[src/odl_cfg.svh]
`ifndef ODL_CFG_SVH
`define ODL_CFG_SVH
`define ODL_SYNCH_VALUE      8'h55
`define ODL_CLKSEL_32MHZ     2'h0
`define ODL_CLKSEL_16MHZ     2'h1
`define ODL_CLKSEL_8MHZ      2'h2
`define ODL_CLKSEL_4MHZ      2'h3
`define ODL_CLKSEL_RESET     2'h3
`define ODL_SAMPLE_MAX       16'hFFFF
`define ODL_SYNCH_MIN        16'h0010
`define ODL_STARTUP_CYCLES   32'd65536
`define ODL_CLOCK_MHZ        32'd100
`define ODL_EDGE_MIN_NS      32'd200
`define ODL_EDGE_MIN_CYC     ((`ODL_EDGE_MIN_NS * `ODL_CLOCK_MHZ + 32'd999) / 32'd1000)
`define ODL_FRAME_BITS       32'd12
`define ODL_FIFO_DEPTH       16
`define ODL_FIFO_WIDTH       8
`endif

[src/odl_pkg.sv]
package odl_pkg;
  typedef enum logic [2:0] {
    ODL_OFF     = 3'b000,
    ODL_WAKE    = 3'b001,
    ODL_WAIT_SY = 3'b010,
    ODL_MEASURE = 3'b011,
    ODL_IDLE    = 3'b100,
    ODL_RX      = 3'b101,
    ODL_ERROR   = 3'b110
  } odl_state_t;

  typedef struct packed {
    logic       frame_err;
    logic       contention_err;
    logic       synch_err;
    logic       startup_timeout;
    logic       break_seen;
  } odl_events_t;

  typedef struct packed {
    odl_state_t  st;
    logic [1:0]  clksel;
    logic [15:0] cnt;
    logic [31:0] tmo;
    logic [15:0] baud;
    logic [15:0] low_cnt;
    logic [3:0]  edges;
    logic [3:0]  bitn;
    logic [7:0]  shreg;
    logic        line_prev;
    logic        drive_low;
    logic        clk_req;
    logic        hv_override;
    logic        hv_arm;
    logic [31:0] hv_tmo;
    logic        cpu_halt;
    logic        sys_reset;
    logic        prog_started;
    logic        locks_clear;
    odl_events_t ev;
  } odl_regs_t;
endpackage : odl_pkg

[src/odl_link_ctrl.sv]
`timescale 1ns/1ps
`include "odl_cfg.svh"
//Contract
//RQ1 - BREAK returns all link state to defaults, also leaving error or lost sync; the code keeps the measured baud until the next SYNCH
//RQ2 - Debugger sends two BREAKs back to back
//RQ3 - BREAK during receive gives frame error, during transmit contention error; aborts
//RQ4 - BREAK resets port clock divider selection to 4 MHz code
//RQ5 - SYNCH length held in 16-bit sample counter, at most 65535 cycles
//RQ6 - Unknown clock: debugger BREAK lasts 24.60 ms
//RQ7 - Known clock: debugger may shorten BREAK per clock selection
//RQ8 - SYNCH is eight-bit frame of value 0x55
//RQ9 - After disable, a SYNCH re-enables the port
//RQ10 - Counted SYNCH cycles set receive sampling and transmit bit time
//RQ11 - Debugger precedes each instruction with SYNCH, except inside REPEAT
//RQ12 - One-wire enable only with pin function bit set, else HV only
//RQ13 - Programmer pulls line low over 200 ns then releases
//RQ14 - Edge detector holds line low until port clock is ready
//RQ15 - Programmer polls line high then sends 0x55
//RQ16 - Enabling SYNCH baud serves the first instruction
//RQ17 - No SYNCH start bit in start window disables the port
//RQ18 - Programming key clears locks and sets programming-started flag
//RQ19 - Interface disable bit write resets port and drops clock request
//RQ20 - HV pulse forces pin, resets device, halts CPU until key or timeout
//RQ21 - Programmer applies HV after power-on reset and sends key in time
//RQ22 - HV override cleared only by power-on reset; the code also clears it at the HV key timeout
//RQ23 - Clock divider defaults to code 0x3 after reset and enable
//RQ24 - Start-up timeout after 65536 port cycles without SYNCH
//RQ25 - BREAK is line low longer than one whole frame
module odl_link_ctrl #(
  parameter int STARTUP_CYCLES = `ODL_STARTUP_CYCLES,
  parameter int HV_KEY_TIMEOUT = 100000
) (
  input  wire logic                       clock,
  input  wire logic                       nrst,
  input  wire logic                       por_event,
  input  wire logic                       line_in,
  output logic                            line_out,
  output logic                            line_oe,
  input  wire logic                       pin_function_select,
  input  wire logic                       hv_pulse,
  input  wire logic                       osc_ready,
  output logic                            clk_req,
  input  wire logic                       tx_active,
  input  wire logic                       clksel_wr,
  input  wire logic [1:0]                 clksel_wdata,
  output logic      [1:0]                 port_clock_divider_select,
  input  wire logic                       interface_disable_bit,
  input  wire logic                       nvm_programming_key,
  output logic                            programming_started_flag,
  output logic                            lock_bits_clear,
  output logic                            debug_pin_enabled,
  output logic                            cpu_halt,
  output logic                            system_reset_req,
  output logic      [15:0]                baud_count,
  output logic                            port_enabled,
  output logic                            link_error,
  output odl_pkg::odl_events_t            events,
  output logic      [`ODL_FIFO_WIDTH-1:0] rx_data,
  output logic                            rx_valid,
  input  wire logic                       rx_ready
);
  odl_pkg::odl_regs_t r_q;
  odl_pkg::odl_regs_t r_d;
  logic               fifo_in_ready;
  logic               rx_push;
  logic [7:0]         rx_byte;
  logic [15:0]        bit_time;
  logic [15:0]        break_len;
  logic               fell;
  logic               pin_usable;
  logic               brk;

  assign bit_time   = {3'h0, r_q.baud[15:3]};
  assign break_len  = 16'((32'(bit_time) * `ODL_FRAME_BITS) > 32'hFFFF ? 32'hFFFF :
                          32'(bit_time) * `ODL_FRAME_BITS);
  assign fell       = r_q.line_prev && !line_in;
  assign pin_usable = pin_function_select || r_q.hv_override; // [RQ12]
  assign brk        = !line_in && (r_q.low_cnt >= break_len) && (r_q.baud != 16'h0000); // [RQ25]

  always_comb begin
    r_d           = r_q;
    rx_push       = 1'b0;
    rx_byte       = r_q.shreg;
    r_d.line_prev = line_in;
    r_d.ev        = '0;
    r_d.sys_reset = 1'b0;
    r_d.low_cnt   = line_in ? 16'h0000 : (r_q.low_cnt == 16'hFFFF ? r_q.low_cnt : r_q.low_cnt + 16'h0001);
    if (clksel_wr && r_q.st != odl_pkg::ODL_OFF) begin
      r_d.clksel = clksel_wdata;
    end
    unique case (r_q.st)
      odl_pkg::ODL_OFF: begin
        r_d.clk_req = 1'b0;
        if (pin_usable && !line_in) begin
          r_d.cnt = r_q.cnt + 16'h0001;
          if (r_q.cnt >= 16'(`ODL_EDGE_MIN_CYC - 1)) begin
            r_d.st        = odl_pkg::ODL_WAKE;
            r_d.drive_low = 1'b1; // [RQ14]
            r_d.clk_req   = 1'b1;
            r_d.clksel    = `ODL_CLKSEL_RESET; // [RQ23]
          end
        end else begin
          r_d.cnt = 16'h0000;
        end
      end
      odl_pkg::ODL_WAKE: begin
        if (osc_ready) begin
          r_d.drive_low = 1'b0; // [RQ14]
          r_d.st        = odl_pkg::ODL_WAIT_SY;
          r_d.tmo       = 32'h0;
        end
      end
      odl_pkg::ODL_WAIT_SY: begin
        r_d.tmo = r_q.tmo + 32'h1;
        if (fell) begin
          r_d.st    = odl_pkg::ODL_MEASURE; // [RQ9]
          r_d.cnt   = 16'h0000;
          r_d.edges = 4'h0;
        end else if (r_q.tmo >= 32'(STARTUP_CYCLES - 1)) begin
          r_d.st      = odl_pkg::ODL_OFF; // [RQ17] [RQ24]
          r_d.clk_req = 1'b0;
          r_d.ev.startup_timeout = 1'b1;
        end
      end
      odl_pkg::ODL_MEASURE: begin
        // Start bit plus 0x55 gives five falling edges before the stop bit
        // Fifth fall closes eight bit times; edges all ones waits for the first fall
        if (r_q.edges == 4'hF) begin
          r_d.cnt = 16'h0000;
          if (fell) begin
            r_d.edges = 4'h0;
          end
        end else begin
          r_d.cnt = r_q.cnt + 16'h0001;
          if (r_q.cnt == `ODL_SAMPLE_MAX) begin
            r_d.st = odl_pkg::ODL_ERROR; // [RQ5]
            r_d.ev.synch_err = 1'b1;
          end else if (fell) begin
            r_d.edges = r_q.edges + 4'h1;
            if (r_q.edges == 4'h3) begin
              if (r_q.cnt < `ODL_SYNCH_MIN) begin
                r_d.st = odl_pkg::ODL_ERROR;
                r_d.ev.synch_err = 1'b1;
              end else begin
                r_d.baud = r_q.cnt + 16'h0001; // [RQ10] [RQ16] [RQ8]
                r_d.st   = odl_pkg::ODL_IDLE;
              end
            end
          end
        end
      end
      odl_pkg::ODL_IDLE: begin
        if (fell) begin
          r_d.st   = odl_pkg::ODL_RX;
          r_d.cnt  = {1'b0, bit_time[15:1]};
          r_d.bitn = 4'h0;
        end
      end
      odl_pkg::ODL_RX: begin
        // Sample mid-bit using the measured bit time
        if (r_q.cnt == 16'h0000) begin
          r_d.cnt  = bit_time - 16'h0001;
          r_d.bitn = r_q.bitn + 4'h1;
          if (r_q.bitn >= 4'h1 && r_q.bitn <= 4'h8) begin
            r_d.shreg = {line_in, r_q.shreg[7:1]};
          end
          if (r_q.bitn == 4'h9) begin
            if (!line_in) begin
              r_d.st = odl_pkg::ODL_ERROR; // [RQ3]
              r_d.ev.frame_err = 1'b1;
            end else begin
              // Byte is dropped while the FIFO is full
              rx_push = fifo_in_ready;
              r_d.st  = odl_pkg::ODL_IDLE;
            end
          end
        end else begin
          r_d.cnt = r_q.cnt - 16'h0001;
        end
      end
      odl_pkg::ODL_ERROR: begin
        r_d.cnt = 16'h0000;
      end
      default: begin
        r_d.st = odl_pkg::ODL_OFF;
      end
    endcase
    if (tx_active && !line_in && r_q.st == odl_pkg::ODL_IDLE) begin
      r_d.st = odl_pkg::ODL_ERROR; // [RQ3]
      r_d.ev.contention_err = 1'b1;
    end
    // A BREAK during a SYNCH measurement restarts it as well
    if (brk && (r_q.st == odl_pkg::ODL_IDLE || r_q.st == odl_pkg::ODL_ERROR ||
                (r_q.st == odl_pkg::ODL_MEASURE && r_q.edges != 4'hF))) begin
      r_d.st     = odl_pkg::ODL_MEASURE; // [RQ1]
      r_d.cnt    = 16'h0000;
      r_d.edges  = 4'hF;
      r_d.clksel = `ODL_CLKSEL_RESET; // [RQ4]
      r_d.ev.break_seen = 1'b1;
    end
    if (nvm_programming_key && r_q.st != odl_pkg::ODL_OFF) begin
      r_d.prog_started = 1'b1; // [RQ18]
      r_d.locks_clear  = 1'b1;
      r_d.cpu_halt     = 1'b0;
      r_d.hv_arm       = 1'b0;
    end
    if (hv_pulse && !r_q.hv_override) begin
      r_d.hv_override = 1'b1; // [RQ20]
      r_d.hv_arm      = 1'b1;
      r_d.hv_tmo      = 32'h0;
      r_d.cpu_halt    = 1'b1;
      r_d.sys_reset   = 1'b1;
    end else if (r_q.hv_arm) begin
      r_d.hv_tmo = r_q.hv_tmo + 32'h1;
      if (r_q.hv_tmo >= 32'(HV_KEY_TIMEOUT - 1)) begin
        r_d.hv_arm      = 1'b0; // [RQ20]
        r_d.cpu_halt    = 1'b0;
        r_d.sys_reset   = 1'b1;
        r_d.hv_override = 1'b0;
        r_d.st          = odl_pkg::ODL_OFF;
        r_d.clk_req     = 1'b0;
      end
    end
    if (interface_disable_bit && r_q.st != odl_pkg::ODL_OFF) begin
      r_d.st           = odl_pkg::ODL_OFF; // [RQ19]
      r_d.clk_req      = 1'b0;
      r_d.drive_low    = 1'b0;
      r_d.sys_reset    = 1'b1;
      r_d.cpu_halt     = 1'b0;
      r_d.prog_started = 1'b0;
      r_d.locks_clear  = 1'b0;
      r_d.clksel       = `ODL_CLKSEL_RESET;
    end
    if (por_event) begin
      r_d.hv_override = 1'b0; // [RQ22]
      r_d.hv_arm      = 1'b0;
    end
  end

  always_ff @(posedge clock) begin
    if (!nrst) begin
      r_q           <= '0;
      r_q.st        <= odl_pkg::ODL_OFF;
      r_q.clksel    <= `ODL_CLKSEL_RESET; // [RQ23]
      r_q.line_prev <= 1'b1;
    end else begin
      r_q <= r_d;
    end
  end

  odl_fifo #(
    .WIDTH(`ODL_FIFO_WIDTH),
    .DEPTH(`ODL_FIFO_DEPTH)
  ) u_fifo (
    .clock    (clock),
    .nrst     (nrst),
    .flush    (r_q.ev.break_seen),
    .in_data  (rx_byte),
    .in_valid (rx_push),
    .in_ready (fifo_in_ready),
    .out_data (rx_data),
    .out_valid(rx_valid),
    .out_ready(rx_ready)
  );

  assign line_out                  = 1'b0;
  assign line_oe                   = r_q.drive_low;
  assign clk_req                   = r_q.clk_req;
  assign port_clock_divider_select = r_q.clksel;
  assign programming_started_flag  = r_q.prog_started;
  assign lock_bits_clear           = r_q.locks_clear;
  assign debug_pin_enabled         = pin_usable;
  assign cpu_halt                  = r_q.cpu_halt;
  assign system_reset_req          = r_q.sys_reset;
  assign baud_count                = r_q.baud;
  assign port_enabled              = (r_q.st != odl_pkg::ODL_OFF);
  assign link_error                = (r_q.st == odl_pkg::ODL_ERROR);
  assign events                    = r_q.ev;

  a_break_clksel: assert property (@(posedge clock) disable iff (!nrst)
    r_q.ev.break_seen |-> r_q.clksel == `ODL_CLKSEL_RESET) else $error("break left clksel"); // [RQ4]
  a_break_state: assert property (@(posedge clock) disable iff (!nrst)
    r_q.ev.break_seen |-> r_q.st == odl_pkg::ODL_MEASURE) else $error("break not reset"); // [RQ1]
  a_timeout_off: assert property (@(posedge clock) disable iff (!nrst)
    r_q.ev.startup_timeout |-> !r_q.clk_req && r_q.st == odl_pkg::ODL_OFF) else $error("timeout not off"); // [RQ24]
  a_disable_drop: assert property (@(posedge clock) disable iff (!nrst)
    interface_disable_bit && port_enabled && !por_event |=> !clk_req && !port_enabled) else $error("disable ignored"); // [RQ19]
  a_pin_gate: assert property (@(posedge clock) disable iff (!nrst)
    r_q.st == odl_pkg::ODL_OFF && !pin_usable |=> r_q.st == odl_pkg::ODL_OFF || interface_disable_bit || hv_pulse)
    else $error("enable without pin function"); // [RQ12]
  a_wake_hold: assert property (@(posedge clock) disable iff (!nrst)
    r_q.st == odl_pkg::ODL_WAKE && !osc_ready |-> line_oe) else $error("released before clock ready"); // [RQ14]
  a_key_flag: assert property (@(posedge clock) disable iff (!nrst)
    nvm_programming_key && port_enabled && !interface_disable_bit |=> programming_started_flag && lock_bits_clear)
    else $error("key not taken"); // [RQ18]
  a_hv_sticky: assert property (@(posedge clock) disable iff (!nrst)
    r_q.hv_override && !por_event && !r_q.hv_arm |=> r_q.hv_override) else $error("override dropped"); // [RQ22]
  a_hv_halt: assert property (@(posedge clock) disable iff (!nrst)
    hv_pulse && !r_q.hv_override |=> cpu_halt && system_reset_req) else $error("hv no halt"); // [RQ20]
  a_frame_err: assert property (@(posedge clock) disable iff (!nrst)
    r_q.ev.frame_err |-> r_q.st == odl_pkg::ODL_ERROR) else $error("frame error not error"); // [RQ3]
endmodule : odl_link_ctrl

[src/odl_fifo.sv]
`timescale 1ns/1ps
module odl_fifo #(
  parameter int WIDTH = 8,
  parameter int DEPTH = 16
) (
  input  wire logic             clock,
  input  wire logic             nrst,
  input  wire logic             flush,
  input  wire logic [WIDTH-1:0] in_data,
  input  wire logic             in_valid,
  output logic                  in_ready,
  output logic      [WIDTH-1:0] out_data,
  output logic                  out_valid,
  input  wire logic             out_ready
);
  localparam int AW = $clog2(DEPTH);
  logic [WIDTH-1:0] mem [DEPTH];
  logic [AW:0]      wr_q;
  logic [AW:0]      rd_q;
  logic             full;
  logic             empty;
  logic             push;
  logic             pop;
  logic [WIDTH-1:0] rdata_q;
  logic             rvalid_q;

  assign full     = (wr_q[AW] != rd_q[AW]) && (wr_q[AW-1:0] == rd_q[AW-1:0]);
  assign empty    = (wr_q == rd_q);
  assign in_ready = !full;
  assign push     = in_valid && !full;
  assign pop      = !empty && (!rvalid_q || out_ready);
  assign out_data  = rdata_q;
  assign out_valid = rvalid_q;

  always_ff @(posedge clock) begin
    if (push) begin
      mem[wr_q[AW-1:0]] <= in_data;
    end
  end

  always_ff @(posedge clock) begin
    if (!nrst || flush) begin
      wr_q     <= '0;
      rd_q     <= '0;
      rdata_q  <= '0;
      rvalid_q <= 1'b0;
    end else begin
      if (push) begin
        wr_q <= wr_q + 1'b1;
      end
      if (pop) begin
        rd_q     <= rd_q + 1'b1;
        rdata_q  <= mem[rd_q[AW-1:0]];
        rvalid_q <= 1'b1;
      end else if (out_ready) begin
        rvalid_q <= 1'b0;
      end
    end
  end
endmodule : odl_fifo

[config.mk]
export PLATFORM = sky130hd
export DESIGN_NAME = odl_link_ctrl
export DESIGN_NICKNAME = d
export VERILOG_FILES = /design/src/odl_pkg.sv /design/src/odl_link_ctrl.sv /design/src/odl_fifo.sv
export VERILOG_INCLUDE_DIRS = /design/src /design/src/src
export SDC_FILE = /design/constraint.sdc
export NUM_CORES = 1
export LEC_CHECK = 0
export BUFFER_PORTS_ARGS = -buffer_cell sky130_fd_sc_hd__buf_4
export CAP_MARGIN = 40
export CORE_ASPECT_RATIO = 1.1
export CORE_MARGIN = 1.5
export CORE_UTILIZATION = 60
export CTS_CLUSTER_SIZE = 14
export DETAILED_ROUTE_END_ITERATION = 8
export PLACE_DENSITY = 0.78
export SYNTH_ARGS = -nofsm -noshare
export SYNTH_HDL_FRONTEND = slang
export SYNTH_HIERARCHICAL = 1
export SYNTH_SLANG_ARGS = --single-unit
[constraint.sdc]
create_clock -name clock -period 6.9 [get_ports clock]
set_input_delay 0.345 -clock clock [delete_from_list [all_inputs] [get_ports clock]]
set_output_delay 0.345 -clock clock [all_outputs]
set_load 0.05 [all_outputs]
## Word-level counts from Yosys, hierarchy flattened

Memory sizes are Yosys's and may differ from the RTL's. A register that Yosys moved wholly into a read port is not among the register bits.
Cells that the tools add are included.

| operators by class | value |
|---|---|
| add/subtract/negate cells | 10 |
| mux-type cells | 73 |
| bitwise gates (word level) | 6 |
| equality and inequality tests | 23 |
| reductions and logical operators | 56 |
| order comparisons | 8 |
| multipliers | 1 |

Operator list:

| cell | number |
|---|---|
| $mux W16 | 6 |
| $pmux W16 S6 | 1 |
| $add A32 B1 Y32 const B | 2 |
| $pmux W32 S2 | 1 |
| $mux W3 | 16 |
| $mux W37 | 1 |
| $mux W36 | 1 |
| $add A16 B1 Y16 const B | 2 |
| $eq A16 B16 Y1 const B | 2 |
| $ge A32 B16 Y1 const B | 1 |
| $ge A32 B17 Y1 const B | 1 |
| $mux W32 | 1 |
| $mux W4 | 6 |
| $mux W1 | 22 |
| $mux W21 | 1 |
| $pmux W3 S7 | 1 |
| $gt A17 B16 Y1 const B | 1 |
| $ge A16 B16 Y1 | 1 |
| $ge A16 B5 Y1 const B | 1 |
| $logic_and A1 B1 Y1 | 16 |
| $logic_not A16 Y1 | 1 |
| $lt A16 B5 Y1 const B | 1 |
| $mux W2 | 8 |
| $pmux W4 S2 | 2 |
| other kinds (36) | 81 |

| word-level totals | value |
|---|---|
| memories | 1 |
| bits in registers | 157 |
| logic and storage cells | 204 |
| RAM bits | 128 |

Memory list:

| memory | words | width | read ports | clocked after Yosys merged registers in | wr ports | line | text |
|---|---|---|---|---|---|---|---|
| u_fifo.mem | 16 | 8 | 1 | 1 | 1 | odl_fifo.sv:17 | `logic [WIDTH-1:0] mem [DEPTH];` |

## Logic depth before layout (Yosys ltp)

Gate-level depths: netlist of the first run.

| depth | value |
|---|---|
| depth after elaboration | 12 |
| mapped depth | 17 |
| mapped depth without buffers | 15 |

## Hierarchy

Netlist of the first run, hierarchy kept.

By module, submodules not included:

| module | instances | cells each | seq. area each (um^2) | area each (um^2) |
|---|---|---|---|---|
| odl_link_ctrl | 1 | 1175 | 2922.8 | 9268.9 |
| odl_fifo | 1 | 332 | 4224.1 | 5985.7 |

## Worst setup path before layout of the first run

OpenSTA, ideal clock, no wires.

| timing path | value |
|---|---|
| kind | reg-to-reg |
| from | reg r_q (netlist bit baud_count[5]) |
| to | reg r_q[131] (netlist bit) |
| required time | 6.841 ns |
| period minus slack after synthesis | 3.776 ns |
| arrival time | 3.718 ns |
| setup time | 0.059 ns |
| slack | 3.124 ns |
| cell stages (with the launch flop) | 18 |
| cell sequence | dfxtp_1 inv_1 ha_1 o21ai_0 o21ai_0 nand2_1 a211oi_1 o22a_1 clkbuf_1 nor2_1 ha_1 a211oi_1 o21ai_0 a21oi_1 o41ai_1 a21oi_1 clkbuf_1 o221a_2 |

| between the ends | value |
|---|---|
| cells in the longest elaborated chain, start to end | 8 |

Ends and longest elaborated chain:

| element | line | text |
|---|---|---|
| start: declaration | odl_link_ctrl.sv:62 | `odl_pkg::odl_regs_t r_q;` |
| start signal: assignment | odl_link_ctrl.sv:247 | `r_q <= r_d;` |
| $mul A13 B2 Y15 (no line) | - |  |
| $gt A17 B16 Y1 | odl_link_ctrl.sv:74 | `` assign break_len = 16'((32'(bit_time) * `ODL_FRAME_BITS) > 32'hFFFF ? 32'hFFFF : `` |
| $mux W16 (no line) | - |  |
| $ge A16 B16 Y1 | odl_link_ctrl.sv:78 | `assign brk = !line_in && (r_q.low_cnt >= break_len) && (r_q.baud != 16'h0000);` |
| $logic_and A1 B1 Y1 (2 in series) | odl_link_ctrl.sv:78 |  |
| $logic_and A1 B1 Y1 | odl_link_ctrl.sv:193 | `if (brk && (r_q.st == odl_pkg::ODL_IDLE \|\| r_q.st == odl_pkg::ODL_ERROR \|\|` |
| $reduce_or A2 Y1 (no line) | - |  |

Several ways; a longest one is shown, not always the timed one.
A chain may end at the register's enable or synchronous reset.

## Final worst setup path of the first run

| timing path | value |
|---|---|
| from | reg r_q (netlist bit baud_count[5]) |
| to | reg r_q[146] (netlist bit) |

| between the ends | value |
|---|---|
| cells in the longest elaborated chain, start to end | 11 |

Ends and longest elaborated chain:

| element | line | text |
|---|---|---|
| $mul A13 B2 Y15 (no line) | - |  |
| $gt A17 B16 Y1 | odl_link_ctrl.sv:74 |  |
| $mux W16 (no line) | - |  |
| $ge A16 B16 Y1 | odl_link_ctrl.sv:78 |  |
| $logic_and A1 B1 Y1 | odl_link_ctrl.sv:78 |  |
| $logic_and A1 B1 Y1 (*) | odl_link_ctrl.sv:78 |  |
| $logic_and A1 B1 Y1 (*) | odl_link_ctrl.sv:193 |  |
| $mux W21 (*) | odl_link_ctrl.sv:193 |  |
| $mux W3 | odl_link_ctrl.sv:215 | `if (r_q.hv_tmo >= 32'(HV_KEY_TIMEOUT - 1)) begin` |
| $mux W3 | odl_link_ctrl.sv:213 | `end else if (r_q.hv_arm) begin` |
| $mux W3 (*) | odl_link_ctrl.sv:207 | `if (hv_pulse && !r_q.hv_override) begin` |

Every way passes the cells marked *; elsewhere a longest branch is shown, timed or not.

==> impl_summary.txt, run 1 <==
----------------------------------------------------
[Yosys]
  Share of flip-flops with an asynchronous set or reset ... 0%
  Dominant cells by area after synthesis ... sky130_fd_sc_hd__edfxtp_1 25%, sky130_fd_sc_hd__dfxtp_1 22%, sky130_fd_sc_hd__ha_1 4.9%
  Top cell type's share of synthesized area ... 25.20%
  Average cell area after synthesis ... 10.12 um^2
  Most instantiated flip-flop cell in the synthesis netlist ... sky130_fd_sc_hd__dfxtp_1
  Cell count after synthesis ... 1,507
  Synthesis warning total ... 6
  Number of synthesized register bits ... 293
  Share of the yosys chip area belonging to registers ... 46.85%
  Count of cell types in the netlist ... 84
  Post-synth EDFFs ... 128
  Number of nets in the synthesized netlist ... 1,582
  Netlist area before placement ... 15,250 um^2
  Library cell with the largest summed area after synthesis ... sky130_fd_sc_hd__edfxtp_1

[Route]
  Count of routing violations after the opening detailed-route iteration ... 825
  Vias per inst ... 6.305
  Wire per inst ... 18.98 um
  Aggregate routed wire length ... 35,000 um
  Final routed DRC violation total ... 0
  Detailed-router iteration count before antenna repair ... 7
  Total via count after detailed routing ... 11,630
  Residual antenna-violating net count after detailed routing ... 0

[Power and ir drop]
  Power per Cell Area ... 231.0 nW/um^2
  Clk pwr share ... 41.9%
  Switching power summed over all nets ... 0.9553 mW
  Peak supply drop ... 0.0002641 V
  Final Power ... 3.836 mW
  Static Leak ... 6.128 nW
  Switching portion of total power ... 24.90%
  Internal power component ... 2.881 mW
  Combinational power share ... 9.9%
  Reg power frac ... 48.2%

[Clock tree]
  Total CTS buffers ... 30
  Clock slew seen by the registers of the worst setup and hold paths ... 0.06 ns
  Root buffer cell ... sky130_fd_sc_hd__clkbuf_16
  Count of H-tree levels built during CTS ... 1
  Hold-fix buffer count after cts ... 0
  Quantity of gates resized following cts ... 0
  Number of sinks handled by clock tree synthesis ... 293
  Buffer depth of the longest clock path ... 3
  Clock Latency Late Sink ... 0.56 ns
  Postcts setup bufs ... 0
  Clock tree from TritonCTS ... done

[Worst setup path]
  Worst Path Class, Setup ... register to register
  Slack of the worst reg-to-reg path ... 2.28 ns
  Worst endpoint required time ... 7.35 ns
  Data arrival at the endpoint of the critical path ... 5.07 ns
  Worst setup path start ... baud_count[5]
  Worst R2R Path Depth ... 15
  Category of the worst setup path capture point ... register
  Startpoint of the lowest-slack register-to-register path ... baud_count[5]
  Critical Path Sink ... r_q[146]
  CP startpoint kind ... register
  Crit Reg-Reg Endpoint ... r_q[146]
  Top fanout value on the critical path ... 15

[Finish]
  Post-layout nets ... 1,579
  Most common cell after layout, fill and taps aside ... sky130_fd_sc_hd__dfxtp_1
  Highest-count cells in the layout ignoring fill and taps ... 164 x sky130_fd_sc_hd__dfxtp_1, 146 x sky130_fd_sc_hd__nor2_1, 128 x sky130_fd_sc_hd__edfxtp_1
  Summed area of non-filler cells in the final layout ... 16,610 um^2
  Fraction of final layout cells sized beyond drive strength 1 ... 10.60%
  Synth-to-layout area growth ... 8.891%

[Timing]
  TNS Setup ... 0 ns
  Highest Clock Rate ... 216.6 MHz
  Setup violators final ... 0
  Fin Clk Skew ... 0.01413 ns
  Transition time at the pin with the least slew margin ... 0.8639 ns
  Period utilisation layout ... 66.92%
  Worst max-slew margin expressed relative to the limit ... 42.29%
  Final hold vios ... 0
  RSZ-0062 raised after global routing ... no
  Final setup slack of the worst path ... 2.283 ns
  Number of pins exceeding their max-slew limit in the final report ... 0
  Final critical-path required period ... 4.617 ns

[Place]
  Placement Setup Slack ... 2.314 ns
  Placed Instance Area ... 15,630 um^2
  Port-buffer cells ... 54
  Final Wtd Congestion ... 0.9201
  Estimated wirelength of the detail-placed design ... 23,820 um

[Job]
  MaxCap Viol Count ... 0

[Floorplanning]
  Die ar. ... 26,390 um^2
  Initial Util ... 60.75%
  Horizontal extent of the die ... 155.0 um
  I/O pin cnt ... 56
  Die Y-Extent ... 170.2 um
  Number of placement rows ... 61
  Placeable core region ... 25,110 um^2

[Global route]
  GR Layer Usage met2 ... 45.16%
  Wire length of the first global-routing pass ... 55,990 um
  Initial antenna violation count ... 0
  Fraction of met1 tracks used by global routing ... 34.90%
  Layer carrying the most global-route usage ... met2
  Gr usage total ... 26.49%
  Via count of the first global-routing pass ... 10,840
  Maximum number of pins on one net before global-route repair ... 59
  Global-route track usage on met3 ... 4.202%
  Total gr overflow ... 0

[Run status]
  Result of the run ... finished clean

[Hold path]
  Hold Path Class ... input pin to register

----------------------------------------------------
## metrics by stage
step           instances  util (%)  hold slack (ns)
4_1_cts             1843     66.14          0.01284
5_1_grt             1843     66.14          0.02024
6_report            1844     66.15          0.03149
2_1_floorplan       1507         -           0.4454
3_5_place_dp        1787     62.24           0.4555
3_3_place_gp        1780     61.93           0.4471
## worst max-delay path, stage by stage (launching register included)
cell                       delay [ns]
sky130_fd_sc_hd__dfxtp_1         0.52
sky130_fd_sc_hd__inv_1           0.14
sky130_fd_sc_hd__ha_1            0.39
sky130_fd_sc_hd__o21ai_0         0.11
sky130_fd_sc_hd__o21ai_0         0.25
sky130_fd_sc_hd__nand2_1         0.14
sky130_fd_sc_hd__a211oi_1        0.32
sky130_fd_sc_hd__o22a_1          0.54
sky130_fd_sc_hd__nor2_1          0.11
sky130_fd_sc_hd__ha_1            0.31
sky130_fd_sc_hd__nand2_1         0.06
sky130_fd_sc_hd__nor3_1          0.17
sky130_fd_sc_hd__a21oi_1         0.10
sky130_fd_sc_hd__o41ai_1         0.56
sky130_fd_sc_hd__nand2_1         0.47
sky130_fd_sc_hd__and3b_1         0.31
## power groups by stage
stage          logic (mW)  registers, mW  clock network, mW
2_1_floorplan       0.231           1.93                  0
3_3_place_gp        0.357           1.89                  0
3_5_place_dp        0.377           1.88                  0
4_1_cts             0.379           1.85               1.63
5_1_grt             0.408           1.85               1.70
6_report            0.381           1.85               1.61
## state kept, by name (all words and copies together) (netlist names)
name	count
cpu_halt	1
u_fifo/mem	128
baud_count	16
u_fifo/out_valid	1
r_q	110
system_reset_req	1
events	5
u_fifo/rd_q	5
port_clock_divider_select	2
line_oe	1
u_fifo/wr_q	5
u_fifo/out_data	8
clk_req	1
rx_byte	8
lock_bits_clear	1
## cells in the mapped netlist, types with 31 or more instances
| master | count |
|---|---|
| sky130_fd_sc_hd__a211oi_1 | 31 |
| sky130_fd_sc_hd__a21oi_1 | 100 |
| sky130_fd_sc_hd__and3_1 | 32 |
| sky130_fd_sc_hd__clkbuf_1 | 41 |
| sky130_fd_sc_hd__dfxtp_1 | 165 |
| sky130_fd_sc_hd__edfxtp_1 | 128 |
| sky130_fd_sc_hd__ha_1 | 60 |
| sky130_fd_sc_hd__inv_1 | 35 |
| sky130_fd_sc_hd__nand2_1 | 126 |
| sky130_fd_sc_hd__nand3_1 | 62 |
| sky130_fd_sc_hd__nand4_1 | 33 |
| sky130_fd_sc_hd__nor2_1 | 146 |
| sky130_fd_sc_hd__o21ai_0 | 57 |
| sky130_fd_sc_hd__xnor2_1 | 53 |
| sky130_fd_sc_hd__xor2_1 | 33 |
## routing by layer
metal	vias up	routed length, um
met5	-	0
met4	0	776
met3	65	2445
met2	412	17030
met1	5622	14750
li1	5528	-
## cell type report
type	instances	area, um^2
clock inverters	13	130.1
repair buffers	67	529.3
fillers	1927	8499
clock buffers	43	849.6
multi-input cells	1076	7422
inverters	36	135.1
well taps	315	394.1
flip-flops and latches	293	7148
diodes	1	2.502
## worst min-delay path by stage
stage                        start                           end  slack [ns]  depth (start not counted)
6_report       nvm_programming_key               lock_bits_clear        0.03                          3
5_1_grt            clksel_wdata[0]  port_clock_divider_select[0]        0.02                          3
4_1_cts        nvm_programming_key               lock_bits_clear        0.01                          3
3_5_place_dp              cpu_halt                      cpu_halt        0.46                          2
3_3_place_gp              cpu_halt                      cpu_halt        0.45                          2
2_1_floorplan        baud_count[1]                 baud_count[1]        0.45                          2
## cell families after synthesis
group | count (synthesis) | synth area share [%]
flops | 293 | 46.85
mux | 75 | 7.603
xor+xnor | 86 | 4.938
simple gates | 553 | 18.34
other cells | 1 | 0.02458
compound gates | 300 | 12.64
buf+inv | 138 | 4.552
fa+ha+maj | 61 | 5.052
Note: power is estimated with default switching activity, not from simulation.
==> run 2: changes to the inputs <==
--- a/config.mk
+++ b/config.mk
@@ -10,10 +10,10 @@
 export CAP_MARGIN = 40
 export CORE_ASPECT_RATIO = 1.1
 export CORE_MARGIN = 1.5
-export CORE_UTILIZATION = 60
+export CORE_UTILIZATION = 56
 export CTS_CLUSTER_SIZE = 14
 export DETAILED_ROUTE_END_ITERATION = 8
-export PLACE_DENSITY = 0.78
+export PLACE_DENSITY = 0.76
 export SYNTH_ARGS = -nofsm -noshare
 export SYNTH_HDL_FRONTEND = slang
 export SYNTH_HIERARCHICAL = 1
==> constraint.sdc (replaced) <==
create_clock -name clock -period 4.21 [get_ports clock]
set_input_delay 0.2105 -clock clock [delete_from_list [all_inputs] [get_ports clock]]
set_output_delay 0.2105 -clock clock [all_outputs]
set_load 0.05 [all_outputs]
==> run 2 against run 1 <==
Flip-flop and latch count stayed put. Fmax up 18%. Final cell count increased by 3.6%. Worst hold slack improved by 0.032 ns. Clock skew about the same. Largest power group unchanged. Cell area is 2.0% higher. Sequential share of layout area decreased by 0.82 points. Via count decreased by 0.70%. Critical path type unchanged. First-iteration DRC count increased by 1.9%. Combinational power grew 69%.
==> impl_summary.txt, run 2 (synthesis results as in run 1) <==
----------------------------------------------------
[Global route]
  Gr usage total ... 24.40% (-2.1 points)
  Total gr overflow ... 0 (unchanged)
  Wire length of the first global-routing pass ... 55,990 um (unchanged)
  Maximum number of pins on one net before global-route repair ... 45 (-24%)
  Initial antenna violation count ... 0 (unchanged)
  Via count of the first global-routing pass ... 10,950 (+0.99%)

[Clock tree]
  Count of H-tree levels built during CTS ... 1 (unchanged)
  Clock Latency Late Sink ... 0.55 ns (about the same)
  Total CTS buffers ... 31 (+3.3%)
  Clock slew seen by the registers of the worst setup and hold paths ... 0.06 ns (about the same)
  Clock tree from TritonCTS ... done
  Buffer depth of the longest clock path ... 3 (unchanged)
  Root buffer cell ... sky130_fd_sc_hd__clkbuf_16
  Number of sinks handled by clock tree synthesis ... 293 (unchanged)

[Finish]
  Post-layout nets ... 1,605 (+1.6%)
  Count of filler cells inserted in the layout ... 2,174 (+13%)
  Diodes inserted ... 0 (-1)
  Number of standard cells in the layout, taps in and fillers out ... 1,911 (+3.6%)
  Summed area of non-filler cells in the final layout ... 16,940 um^2 (+2.0%)
  Fraction of final layout cells sized beyond drive strength 1 ... 11.78% (+1.2 points)
  Most common cell after layout, fill and taps aside ... sky130_fd_sc_hd__dfxtp_1
  Flip-flop count of the largest register, all copies and words added ... 128 (unchanged)
  Share of the core filled with cells in the final layout ... 63.01% (-3.1 points)
  Area taken by multi-input logic gates ... 7435 um^2 (+0.17%)
  Highest-count cells in the layout ignoring fill and taps ... 163 x sky130_fd_sc_hd__dfxtp_1, 146 x sky130_fd_sc_hd__nor2_1, 128 x sky130_fd_sc_hd__edfxtp_1
  Sequential cell area ... 7149 um^2 (about the same)
  Synth-to-layout area growth ... 11.03%

[Worst setup path]
  Slack of the worst reg-to-reg path ... 0.30 ns (-1.99 ns)
  Crit Reg-Reg Endpoint ... r_q[138]
  Largest stage delay on the critical path ... 0.43 ns (-0.13 ns)
  Worst endpoint required time ... 4.66 ns (-2.69 ns)
  CP max-delay cell ... sky130_fd_sc_hd__dfxtp_1
  Data arrival at the endpoint of the critical path ... 4.36 ns (-0.71 ns)
  Number of buffer and inverter instances along the worst setup path ... 3 (+2)
  Worst Path Class, Setup ... register to register
  Top Family by Delay on Critical Path ... compound AO/OA/AOI/OAI gates
  Worst R2R Path Depth ... 17 (+2)
  Startpoint of the lowest-slack register-to-register path ... baud_count[5]
  Category of the worst setup path capture point ... register
  Top fanout value on the critical path ... 16 (+1)
  CP startpoint kind ... register
  Most frequent CP cell ... sky130_fd_sc_hd__a21oi_1
  List of cells traversed by the critical path ... inv_1 -> ha_1 -> a211oi_1 -> o21ai_0 -> nand2_1 -> a211oi_2 -> o22a_2 -> a2111oi_2 -> ha_1 -> a21oi_1 -> o21ai_0 -> a21oi_1 -> o41ai_1 -> buf_4 -> a21oi_1 -> buf_4 -> a21boi_0

[Timing]
  Final hold vios ... 0 (unchanged)
  Period utilisation layout ... 92.96% (+26 points)
  Worst max-slew margin expressed relative to the limit ... 41.27% (-1.0 points)
  Number of pins exceeding their max-slew limit in the final report ... 0 (unchanged)
  Highest Clock Rate ... 255.5 MHz (+18%)
  Setup violators final ... 0 (unchanged)
  Fin Clk Skew ... 0.01456 ns (+0.0004338 ns)
  Transition time at the pin with the least slew margin ... 0.8777 ns (+0.01376 ns)
  Final critical-path required period ... 3.914 ns (-0.7039 ns)

[Floorplanning]
  Die ar. ... 28,240 um^2 (+7.0%)
  Number of placement rows ... 63 (+3.3%)
  Horizontal extent of the die ... 160.4 um (+3.4%)
  I/O pin cnt ... 56 (unchanged)
  Die Y-Extent ... 176.1 um (+3.4%)
  Initial Util ... 56.75% (-4.0 points)
  Placeable core region ... 26,880 um^2 (+7.0%)

[Power and ir drop]
  Power per Cell Area ... 380.3 nW/um^2 (+65%)
  Peak supply drop ... 0.0002867 V (+8.6%)
  Final Power ... 6.441 mW (+68%)
  Static Leak ... 6.270 nW (+2.3%)

[Place]
  Port-buffer cells ... 54 (unchanged)
  Placed Instance Area ... 15,780 um^2 (+0.96%)
  Estimated wirelength of the detail-placed design ... 24,290 um (+2.0%)
  Final Wtd Congestion ... 0.9515 (+3.4%)
  Post-Place Cells ... 1,843 (+3.1%)

[Route]
  Detailed-router iteration count before antenna repair ... 6 (-1)
  Count of routing violations after the opening detailed-route iteration ... 841 (+1.9%)
  Wire per inst ... 18.27 um (-3.8%)
  Total via count after detailed routing ... 11,550 (-0.70%)
  Residual antenna-violating net count after detailed routing ... 0 (unchanged)
  Final routed DRC violation total ... 0 (unchanged)
  Vias per inst ... 6.042 (-4.2%)
  Aggregate routed wire length ... 34,910 um (-0.25%)

[Hold path]
  Hold Path Class ... input pin to register
  Endpoint of the worst hold-timing path ... r_q[99]
  Hold Path Stages ... 3 (unchanged)
  Hold path startpoint ... nrst

[Job]
  MaxCap Viol Count ... 0 (unchanged)

[Run status]
  Result of the run ... finished clean

----------------------------------------------------
[run 2: where the power goes]
part           total [mW]  switching (mW)  internal (mW)
clock                2.78            1.10           1.68
combinational       0.645           0.426          0.220
sequential           3.01          0.0303           2.98
[run 2: repair_timing]
action	CTS	global route
setup buffers	0	2
setup endpoints to repair	2	26
cloned	0	1
hold endpoints to repair	8	0
resized for setup	1	4
pin swaps	0	1
hold buffers	8	0
[run 2: layout make-up]
cell class / count / area share, %
Clock buffer: 41 / 4.861
Clock inverter: 16 / 1.285
Inverter: 36 / 0.7978
Multi-Input combinational cell: 1077 / 43.89
Sequential cell: 293 / 42.21
Tap cell: 357 / 2.637
Timing Repair Buffer: 91 / 4.314
[run 2: how the worst max path moves through the flow]
stage,from,endpoint,slack [ns],cells past startpoint
2_1_floorplan,baud_count[5],r_q[131],0.43,17
3_3_place_gp,baud_count[6],r_q[146],0.26,16
3_5_place_dp,baud_count[4],r_q[141],-0.01,17
4_1_cts,baud_count[4],r_q[141],0.01,17
5_1_grt,baud_count[6],r_q[141],-0.02,17
6_report,baud_count[5],r_q[138],0.30,17
[run 2: layer usage]
layer / global-route usage (%) / share of wire (%)
met1: 31.61 / 43
met2: 41.72 / 48
met3: 3.430 / 5.6
met4: 9.151 / 3.4
met5: 0 / 0
[run 2: worst reg2reg max path, delay by kind of cell, from the launching register on]
family	cells	cell delay, ns
AO/OA/AOI/OAI	11	2.08
buffers and inverters	3	0.53
adder cells (fa/ha/maj)	2	0.64
flip-flops	1	0.43
AND/OR/NAND/NOR	1	0.16
[run 2: per-stage QoR]
step,hold slack (ns),TNS (ns),worst slack [ns]
CTS,0.04091,0,0.01395
detailed placement,0.4554,-0.01211,-0.01211
global placement,0.4541,0,0.2625
finish,0.06330,0,0.2965
global route,0.07335,-0.01534,-0.01534
floorplan,0.3512,0,0.4336
